`src/sleep_wake_pkg.sv`:
```
package sleep_wake_pkg;
   localparam int unsigned STAB_TIME_NS = 2000;
   localparam int unsigned CLK_PERIOD_NS = 10;
   localparam int unsigned STAB_CYCLES = (STAB_TIME_NS + CLK_PERIOD_NS - 1) / CLK_PERIOD_NS;
   localparam int unsigned FORCED_NOP_CYCLES = 2;
   localparam logic [15:0] IRQ_VECTOR = 16'h0004;
   localparam logic RST_POWER_DOWN_FLAG = 1'b1;
   localparam logic RST_TIME_OUT_FLAG = 1'b1;
   localparam int unsigned TMR1_SRC_W = 2;
   localparam logic [1:0] TMR1_SRC_FOSC = 2'h0;
   localparam logic [1:0] TMR1_SRC_LFOSC = 2'h1;
   localparam logic [1:0] TMR1_SRC_EXT = 2'h2;
   localparam logic [1:0] TMR1_SRC_XTAL = 2'h3;

   typedef enum {ST_RUN, ST_SLEEP, ST_STAB, ST_EXEC_NEXT, ST_FORCED_NOP} sleep_state_t;

   typedef struct packed {
      logic master_clear_pin;
      logic master_clear_en;
      logic brownout_reset;
      logic brownout_en;
      logic power_on_reset;
   } reset_src_t;

   typedef struct packed {
      logic run_core_clk;
      logic run_periph_hf;
      logic run_tmr1;
      logic run_adc;
      logic low_freq_osc_en;
      logic regulator_low_power;
      logic pin_hold;
   } power_ctl_t;
endpackage

```
`src/sync2.sv`:
```
`timescale 1ns/1ps
module sync2
   import sleep_wake_pkg::*;
#(
   parameter int W = 1
)(
   input wire logic core_clk_i,
   input wire logic rst_i,
   input wire logic [W-1:0] d_i,
   output logic [W-1:0] q_o
);
   logic [W-1:0] meta_reg;
   logic [W-1:0] q_reg;

   always_ff @(posedge core_clk_i or posedge rst_i)
   begin
      if (rst_i)
      begin
         meta_reg <= '0;
         q_reg <= '0;
      end
      else
      begin
         meta_reg <= d_i;
         q_reg <= meta_reg;
      end
   end

   assign q_o = q_reg;
endmodule

```
`src/sleep_wake_controller.sv`:
```
`timescale 1ns/1ps
module sleep_wake_controller
   import sleep_wake_pkg::*;
#(
   parameter int NUM_IRQ = 8,
   parameter int STAB_CNT = STAB_CYCLES,
   parameter int NOP_CNT = FORCED_NOP_CYCLES
)(
   input wire logic core_clk_i,
   input wire logic rst_i,
   // core side, same clock
   input wire logic sleep_exec_i,
   input wire logic global_interrupt_enable_i,
   input wire logic [NUM_IRQ-1:0] irq_enable_i,
   input wire logic [NUM_IRQ-1:0] irq_sleep_capable_i,
   input wire logic [15:0] pc_i,
   // asynchronous event inputs from pins and slow domains
   input wire logic [NUM_IRQ-1:0] irq_flag_i,
   input wire logic watchdog_timeout_i,
   input wire logic master_clear_pin_i,
   input wire logic brownout_reset_i,
   input wire logic power_on_reset_i,
   // configuration
   input wire logic master_clear_en_i,
   input wire logic brownout_en_i,
   input wire logic watchdog_en_i,
   input wire logic watchdog_run_in_sleep_i,
   input wire logic regulator_low_power_select_i,
   input wire logic [TMR1_SRC_W-1:0] tmr1_clk_src_i,
   input wire logic adc_rc_osc_sel_i,
   input wire logic clr_watchdog_i,
   // pins to hold
   input wire logic [7:0] pin_out_i,
   input wire logic [7:0] pin_oe_n_i,
   output logic [7:0] pin_out_o,
   output logic [7:0] pin_oe_n_o,
   // outputs
   output logic core_clk_en_o,
   output logic prefetch_o,
   output logic [15:0] prefetch_addr_o,
   output logic exec_prefetched_o,
   output logic forced_nop_o,
   output logic vector_o,
   output logic [15:0] vector_addr_o,
   output logic watchdog_clear_o,
   output logic watchdog_run_o,
   output logic device_reset_o,
   output logic power_down_flag_o,
   output logic time_out_flag_o,
   output logic asleep_o,
   output power_ctl_t power_ctl_o
);
   //--------------------------------------------------------------
   // input synchronisers
   //--------------------------------------------------------------
   logic [NUM_IRQ-1:0] irq_flag_s;
   logic wdt_to_s;
   reset_src_t rst_src_s;

   sync2 #(.W(NUM_IRQ)) u_sync_irq
   (
      .core_clk_i(core_clk_i),
      .rst_i(rst_i),
      .d_i(irq_flag_i),
      .q_o(irq_flag_s)
   );

   sync2 #(.W(6)) u_sync_rst
   (
      .core_clk_i(core_clk_i),
      .rst_i(rst_i),
      .d_i({watchdog_timeout_i, master_clear_pin_i, master_clear_en_i,
            brownout_reset_i, brownout_en_i, power_on_reset_i}),
      .q_o({wdt_to_s, rst_src_s})
   );

   //--------------------------------------------------------------
   // decode
   //--------------------------------------------------------------
   sleep_state_t state_reg, state_next;
   logic power_down_flag_reg, power_down_flag_next;
   logic time_out_flag_reg, time_out_flag_next;
   logic [15:0] wake_pc_reg, wake_pc_next;
   logic vector_pend_reg, vector_pend_next;
   logic [15:0] cnt_reg, cnt_next;
   logic [7:0] pin_out_hold_reg;
   logic [7:0] pin_oe_n_hold_reg;
   logic wdt_clear;

   wire logic irq_enabled_any = |(irq_flag_s & irq_enable_i);
   wire logic irq_wake_any = |(irq_flag_s & irq_enable_i & irq_sleep_capable_i);
   wire logic wdt_wake = watchdog_en_i & watchdog_run_in_sleep_i & wdt_to_s;
   wire logic full_reset = (rst_src_s.master_clear_pin & rst_src_s.master_clear_en)
                         | (rst_src_s.brownout_reset & rst_src_s.brownout_en)
                         | rst_src_s.power_on_reset;
   wire logic in_run = (state_reg == ST_RUN);
   wire logic in_sleep = (state_reg == ST_SLEEP);
   // a pending enabled irq with global enable off turns sleep into a no-op
   wire logic sleep_is_nop = ~global_interrupt_enable_i & irq_enabled_any;
   wire logic sleep_enter = in_run & sleep_exec_i & ~sleep_is_nop;
   wire logic wake_event = in_sleep & (irq_wake_any | wdt_wake);
   wire logic wake_by_irq = irq_wake_any;
   wire logic stab_needed = regulator_low_power_select_i;
   wire logic tmr1_slow_src = (tmr1_clk_src_i == TMR1_SRC_LFOSC)
                            | (tmr1_clk_src_i == TMR1_SRC_EXT)
                            | (tmr1_clk_src_i == TMR1_SRC_XTAL);
   wire logic cnt_done = (cnt_reg == 16'h0000);
   wire logic holding = (state_reg == ST_SLEEP) | (state_reg == ST_STAB);

   //--------------------------------------------------------------
   // state machine
   //--------------------------------------------------------------
   always_comb
   begin
      state_next = state_reg;
      cnt_next = cnt_reg;
      wake_pc_next = wake_pc_reg;
      vector_pend_next = vector_pend_reg;
      power_down_flag_next = power_down_flag_reg;
      time_out_flag_next = time_out_flag_reg;
      wdt_clear = clr_watchdog_i;
      case (state_reg)
         ST_RUN:
         begin
            if (sleep_enter)
            begin
               state_next = ST_SLEEP;
               wake_pc_next = pc_i + 16'h0001;
               power_down_flag_next = 1'b0;
               time_out_flag_next = 1'b1;
               wdt_clear = 1'b1;
            end
         end
         ST_SLEEP:
         begin
            if (wake_event)
            begin
               wdt_clear = 1'b1;
               vector_pend_next = wake_by_irq & global_interrupt_enable_i;
               if (stab_needed)
               begin
                  state_next = ST_STAB;
                  cnt_next = 16'(STAB_CNT - 1);
               end
               else
               begin
                  state_next = ST_EXEC_NEXT;
               end
            end
         end
         ST_STAB:
         begin
            if (cnt_done)
            begin
               state_next = ST_EXEC_NEXT;
            end
            else
            begin
               cnt_next = cnt_reg - 16'h0001;
            end
         end
         ST_EXEC_NEXT:
         begin
            if (vector_pend_reg)
            begin
               state_next = ST_FORCED_NOP;
               cnt_next = 16'(NOP_CNT - 1);
            end
            else
            begin
               state_next = ST_RUN;
            end
         end
         ST_FORCED_NOP:
         begin
            if (cnt_done)
            begin
               state_next = ST_RUN;
               vector_pend_next = 1'b0;
            end
            else
            begin
               cnt_next = cnt_reg - 16'h0001;
            end
         end
         default:
         begin
            state_next = ST_RUN;
         end
      endcase
   end

   //--------------------------------------------------------------
   // sequencer registers
   //--------------------------------------------------------------
   always_ff @(posedge core_clk_i or posedge rst_i)
   begin
      if (rst_i)
      begin
         state_reg <= ST_RUN;
         cnt_reg <= 16'h0000;
      end
      else if (full_reset)
      begin
         state_reg <= ST_RUN;
         cnt_reg <= 16'h0000;
      end
      else
      begin
         state_reg <= state_next;
         cnt_reg <= cnt_next;
      end
   end

   //--------------------------------------------------------------
   // status flags
   //--------------------------------------------------------------
   // only a reset sets them back, so a no-op sleep leaves them untouched
   always_ff @(posedge core_clk_i or posedge rst_i)
   begin
      if (rst_i)
      begin
         power_down_flag_reg <= RST_POWER_DOWN_FLAG;
         time_out_flag_reg <= RST_TIME_OUT_FLAG;
      end
      else if (full_reset)
      begin
         power_down_flag_reg <= RST_POWER_DOWN_FLAG;
         time_out_flag_reg <= RST_TIME_OUT_FLAG;
      end
      else
      begin
         power_down_flag_reg <= power_down_flag_next;
         time_out_flag_reg <= time_out_flag_next;
      end
   end

   //--------------------------------------------------------------
   // wake context
   //--------------------------------------------------------------
   // the prefetched address is kept for the whole sleep
   always_ff @(posedge core_clk_i or posedge rst_i)
   begin
      if (rst_i)
      begin
         wake_pc_reg <= 16'h0000;
         vector_pend_reg <= 1'b0;
      end
      else if (full_reset)
      begin
         wake_pc_reg <= 16'h0000;
         vector_pend_reg <= 1'b0;
      end
      else
      begin
         wake_pc_reg <= wake_pc_next;
         vector_pend_reg <= vector_pend_next;
      end
   end

   //--------------------------------------------------------------
   // pin hold
   //--------------------------------------------------------------
   always_ff @(posedge core_clk_i or posedge rst_i)
   begin
      if (rst_i)
      begin
         pin_out_hold_reg <= 8'h00;
         pin_oe_n_hold_reg <= 8'hff;
      end
      else if (!holding)
      begin
         pin_out_hold_reg <= pin_out_i;
         pin_oe_n_hold_reg <= pin_oe_n_i;
      end
   end

   assign pin_out_o = pin_out_hold_reg;
   assign pin_oe_n_o = pin_oe_n_hold_reg;

   //--------------------------------------------------------------
   // outputs
   //--------------------------------------------------------------
   logic exec_reg;
   logic nop_reg;
   logic vec_reg;
   logic wdt_clr_reg;
   logic dev_rst_reg;

   // pulses that walk the core through the wake sequence
   always_ff @(posedge core_clk_i or posedge rst_i)
   begin
      if (rst_i)
      begin
         exec_reg <= 1'b0;
         nop_reg <= 1'b0;
         vec_reg <= 1'b0;
      end
      else
      begin
         exec_reg <= (state_next == ST_EXEC_NEXT);
         nop_reg <= (state_next == ST_FORCED_NOP);
         vec_reg <= (state_reg == ST_FORCED_NOP) & cnt_done;
      end
   end

   // reset is reported high until the first edge after it ends
   always_ff @(posedge core_clk_i or posedge rst_i)
   begin
      if (rst_i)
      begin
         wdt_clr_reg <= 1'b0;
         dev_rst_reg <= 1'b1;
      end
      else
      begin
         wdt_clr_reg <= wdt_clear | full_reset;
         dev_rst_reg <= full_reset;
      end
   end

   assign core_clk_en_o = ~holding;
   assign prefetch_o = sleep_enter;
   // held from entry so the core fetches the right word on wake
   assign prefetch_addr_o = wake_pc_reg;
   assign exec_prefetched_o = exec_reg;
   assign forced_nop_o = nop_reg;
   assign vector_o = vec_reg;
   assign vector_addr_o = IRQ_VECTOR;
   assign watchdog_clear_o = wdt_clr_reg;
   assign watchdog_run_o = watchdog_en_i & (~holding | watchdog_run_in_sleep_i);
   assign device_reset_o = dev_rst_reg;
   assign power_down_flag_o = power_down_flag_reg;
   assign time_out_flag_o = time_out_flag_reg;
   assign asleep_o = holding;

   assign power_ctl_o.run_core_clk = ~holding;
   assign power_ctl_o.run_periph_hf = ~holding;
   assign power_ctl_o.run_tmr1 = ~holding | tmr1_slow_src;
   assign power_ctl_o.run_adc = ~holding | adc_rc_osc_sel_i;
   assign power_ctl_o.low_freq_osc_en = 1'b1;
   assign power_ctl_o.regulator_low_power = in_sleep & regulator_low_power_select_i;
   assign power_ctl_o.pin_hold = holding;
endmodule

```
`config.mk`:
```
export PLATFORM = sky130hd
export DESIGN_NAME = sleep_wake_controller
export DESIGN_NICKNAME = d
export VERILOG_FILES = /design/src/sleep_wake_pkg.sv /design/src/sync2.sv /design/src/sleep_wake_controller.sv
export SDC_FILE = /design/constraint.sdc
export NUM_CORES = 1
export LEC_CHECK = 0
export ABC_AREA = 1
export BUFFER_PORTS_ARGS = -buffer_cell sky130_fd_sc_hd__buf_2
export CORE_MARGIN = 2
export CORE_UTILIZATION = 50
export DETAILED_ROUTE_END_ITERATION = 10
export PLACE_DENSITY = 0.76
export SYNTH_ARGS = -nofsm -noshare
export SYNTH_HDL_FRONTEND = slang
export SYNTH_SLANG_ARGS = --single-unit
```
`constraint.sdc`:
```
create_clock -name core_clk_i -period 3.5 [get_ports core_clk_i]
set_input_delay 0.175 -clock core_clk_i [delete_from_list [all_inputs] [get_ports core_clk_i]]
set_output_delay 0.175 -clock core_clk_i [all_outputs]
set_load 0.005 [all_outputs]
```
Yosys cells after proc, flatten, opt, wreduce, memory -nomap -nowiden
Index checks and enable logic that the tools add are counted.

operators by class
  add/subtract/negate cells = 2
  equal/unequal tests = 17
  multiplexer cells = 30
  bitwise operators = 27
  reductions and logical operators = 13

operators with widths
  kind                                                                    count
  32-bit 2-to-1 mux                                                       5
  32-bit one-hot mux with 5 select lines                                  1
  16-bit 2-to-1 mux                                                       8
  32-bit by 2-bit equality test with 1-bit output, second input constant  3
  32-bit by 3-bit equality test with 1-bit output, second input constant  3
  32-bit by 4-bit equality test with 1-bit output, second input constant  2
  32-bit logical NOT                                                      2
  16-bit one-hot mux with 3 select lines                                  1
  32-bit by 1-bit equality test with 1-bit output, second input constant  1
  16-bit by 1-bit adder with 16-bit output, second input constant         1
  8-bit AND                                                               2
  16-bit logical NOT                                                      1
  8-bit OR reduction                                                      2
  16-bit by 1-bit subtractor with 16-bit output, second input constant    1
  3-bit inequality test, second input constant                            5
  1-bit AND                                                               12
  1-bit 2-to-1 mux                                                        12
  1-bit bitwise OR                                                        10
  5-bit AND reduction                                                     1
  2-bit equality test, second input constant                              2
  1-bit one-hot mux with 2 select lines                                   2
  2-bit nonzero test                                                      2
  4-bit nonzero test                                                      1
  3-bit 2-to-1 mux                                                        1
  6 further kinds                                                         8

storage, ports and cells
  bits in registers = 116
  output and inout bits = 66
  word-level logic and storage cells = 106

Depth between registers and ports, before layout
  depth in word-level cells = 8
  mapped depth = 14
  mapped depth without buffers = 13

Cells and area by module
From an unflattened synthesis, not the netlist that was laid out.

unflattened totals
  cells, all modules = 575
  area total of the unflattened synthesis = 5,117.4 µm²

modules (own cells, without submodules)
  module                 instances  cells an instance  area an instance (µm²)  sequential area each (µm²)
  sleep_wake_controller  1          545                4,409.2                 2,189.6
  sync2 (u_sync_irq)     1          17                 404.1                   400.4
  sync2 (u_sync_rst)     1          13                 304.0                   300.3

Worst setup path before layout
No wires, ideal clock.

  path type = flip-flop to output port
  start point = register state_reg[26]
  end point = output power_ctl_o[3] (netlist name)
  arrival time = 1.488 ns
  required time = 3.325 ns
  setup slack = 1.837 ns
  cell stages (with the launch flop) = 11
  cells stage by stage = dfrtp_1 nor2_1 nand2_1 nor2_2 nand2_4 clkinv_2 nand2_1 inv_2 nor2_1 buf_2 or2_2

RTL lines
  what                      RTL line                      text
  start: declaration        sleep_wake_controller.sv:80   sleep_state_t state_reg, state_next;
  start signal: assignment  sleep_wake_controller.sv:210  state_reg <= state_next;
  end: declaration          sleep_wake_controller.sv:51   output power_ctl_t power_ctl_o

==> impl_metrics.yaml <==
status:
  outcome: "completed"
die:
  initial_core_util_pct: 51.0
  io_pins: 139
  coreArea_mm2: 0.0103
  dieArea_mm2: 0.0113
  chipWidth_um: 106
  die_h_um: 106
  rows: 37
clocking:
  cts_tree: "done"
  h-tree-depth: 4
  max-clock-path-buffers: 2
  numCtsBuffers: 17
  clkTransAtPathRegs_ns: 0.06
  clock_sinks: 115
  cts-root-buf: "clkbuf_8"
  clk_latency_ns: 0.51
setup_path:
  crit_required_ns: 3.32
  crit_path_end_kind: "output port"
  cp_top_family: "simple AND/OR/NAND/NOR gates"
  cp_common_cell: "nor2_1"
  slowest_stage: "dfrtp_1"
  cp.buffers_inverters: 4
  slowest_delay_ns: 0.42
  path_cells: "nor2_1, nand4_1, nor2_1, nand2_1, inv_2, nor2_1, buf_4, inv_2, nand2_1, buf_2"
  crit_type: "flip-flop to output port"
  arrival_ns: 2.47
  path_max_fanout: 22
  startpoint_type: "flip-flop"
timing:
  tightest_slew_ns: 0.971
  tns_ns: 0
  setup_viol: 0
  fmax_mhz: 377
  clock_skew_ns: 0.00834
  final_max_slew_viol_count: 0
  grt_setup_unrepaired: "false"
  post-route-min-period_ns: 2.65
  setup_ws_ns: 0.851
  hold_viol_final: 0
  maxSlewHeadroom_pct: 35.3
  post-route-period-util_pct: 75.7
placement:
  globalplace.congestion: 0.896
  place_inst: 845
  dp_hpwl_um: 7850
  io_buffers: 120
  post-place-ws_ns: 1.41
power:
  swShare_pct: 23.7
  clock_power_share_pct: 49.8
  power.density_mw_per_mm2: 487
  peakVddDrop_mv: 0.353
  combPwrFrac_pct: 8.9
  internal_power_w: 0.00260
  seqPwrFrac_pct: 41.3
  switching_power_w: 0.000811
  power_leakage_nw: 3.59
synthesis:
  yosys_register_bits: 115
  syn_inst: 572
  synth_ff_type: "dfrtp_1"
  synth_area_leaders: "dfrtp_1 (50%), nand2_1 (11%), dfstp_2 (5.0%), nand3_1 (4.5%), nor2_1 (3.8%)"
  synth_top_area_share_pct: 50.1
  synth_cell_type_count: 42
  synth_edf_count: 0
  synthArstFlopShare_pct: 100
  synth_warnings: 0
  ys_seq_area_share_pct: 55.1
  netlist_area_mm2: 0.00525
  avgSynthCellArea_um2: 9.17
  synth_top_area_cell: "dfrtp_1"
grt:
  overflow: 0
  grt_pass1_vias: 4373
  grt_max_degree: 84
  grt_pass1_wl_um: 19600
  antenna_found_initial: 0
  grt_usage_pct: 22.1
cells_and_area:
  nNetsFinal: 847
  stdcell_count: 921
  area_delta_synth_final_pct: 33.6
  layout_commonest_cell: "nand2_1"
  antenna_cells: 0
  drive_gt1_share_pct: 27.9
  final_cell_mix: "nand2_1 (159), buf_2 (120), dfrtp_1 (105)"
  largest_register_ffs: 32
routing:
  avgRoutedWirePerCell_um: 13.1
  drc_errors: 0
  drtPass1Iterations: 7
  drt_iter0_markers: 307
  viasPerCell: 4.87
  num_vias: 4481
  antenna_left: 0
  drt-total-wl_um: 12000
hold_path:
  holdCritPathClass: "input pin to flip-flop"
flow_run:
  max_cap_violations: 0
==> area by class of cell <==
| cell class | instances | area (um^2) |
|---|---|---|
| repair buffers | 167 | 1060 |
| fillers | 773 | 3270 |
| well taps | 136 | 170 |
| clock inverters | 14 | 180 |
| flip-flops and latches | 115 | 2890 |
| inverters | 38 | 149 |
| clock buffers | 18 | 418 |
| multi-input cells | 433 | 2140 |
==> final timing paths <==
path                       slack, ns                   to  depth (start not counted)              startpoint
min reg2reg                     0.34    u_sync_irq.q_o[2]                          0  u_sync_irq.meta_reg[2]
min                             0.06  prefetch_addr_o[11]                          3                pc_i[11]
max                             0.85       power_ctl_o[4]                         10            state_reg[2]
min in group asynchronous       0.42         pin_out_o[0]                          3                   rst_i
max in group asynchronous       2.19       device_reset_o                          4                   rst_i
max reg2reg                     1.39   prefetch_addr_o[8]                          6       u_sync_rst.q_o[4]
==> worst reg2reg max path: cells and delay by family, from the launching register on <==
family                 cells  cell delay, ns
flip-flops                 1            0.36
AO/OA/AOI/OAI              2            0.37
buffers and inverters      1            0.27
AND/OR/NAND/NOR            3            1.04
==> through the flow <==
| stage | util (%) | hold slack (ns) | area (um^2) | power [W] |
|---|---|---|---|---|
| 2_1_floorplan | - | 0.206 | 5410 | 0.00161 |
| 3_3_place_gp | 58.1 | 0.285 | 5970 | 0.00168 |
| 3_5_place_dp | 58.1 | 0.284 | 5970 | 0.00169 |
| 4_1_cts | 68.2 | 0.0335 | 7010 | 0.00344 |
| 5_1_grt | 68.2 | 0.0587 | 7010 | 0.00356 |
| 6_report | 68.2 | 0.0633 | 7010 | 0.00342 |
==> per-layer routing <==
layer | vias to the layer above | GRT usage [%] | share of wire (%)
met1 | 2136 | 25.9 | 41
met2 | 162 | 39.3 | 52
li1 | 2163 | - | -
met3 | 20 | 5.95 | 5.5
met5 | - | 0 | 0
met4 | 0 | 7.61 | 1.4
==> Yosys cell counts (2+ instances only) <==
cell     number
a21oi_1       4
a31oi_1       3
buf_2         3
buf_4        24
buf_6         2
conb_1        2
dfrtp_1     105
dfstp_2      10
ha_1          2
inv_1        30
inv_2         6
nand2_1     159
nand2_2      16
nand2_4       2
nand2_8       2
nand3_1      47
nand3_2       3
nand4_1      10
nor2_1       53
nor2_2       12
nor2_4        4
nor3_1       15
o21ai_0       8
o21ai_1       9
o31ai_1       3
or2_2         2
xnor2_1       4
xor2_1       18
==> power groups by stage <==
stage | Combinational [W] | Sequential, W | Clock [W]
2_1_floorplan | 0.000183 | 0.00143 | 0
6_report | 0.000303 | 0.00141 | 0.00170
3_3_place_gp | 0.000251 | 0.00143 | 0
4_1_cts | 0.000300 | 0.00141 | 0.00173
5_1_grt | 0.000340 | 0.00142 | 0.00181
3_5_place_dp | 0.000258 | 0.00143 | 0
==> cell families (layout without fill, tap and decap cells) <==
group | after synthesis | count (layout) | share of synthesized area, %
other | 2 | 47 | 0.143
DFF | 115 | 115 | 55.1
and+or+nand+nor | 329 | 329 | 29.3
xor gates and xnor gates | 22 | 22 | 3.67
AOI/OAI and AO/OA | 33 | 33 | 3.86
adders and majority gates | 2 | 2 | 0.477
buffers and inverters | 69 | 237 | 7.39
==> timing repair <==
item                      in CTS  in global routing
gates resized for setup        0                  0
hold endpoints to repair     116                  0
buffers inserted               0                  0
hold buffers                  44                  0
Power figures use the tool's default switching activity.
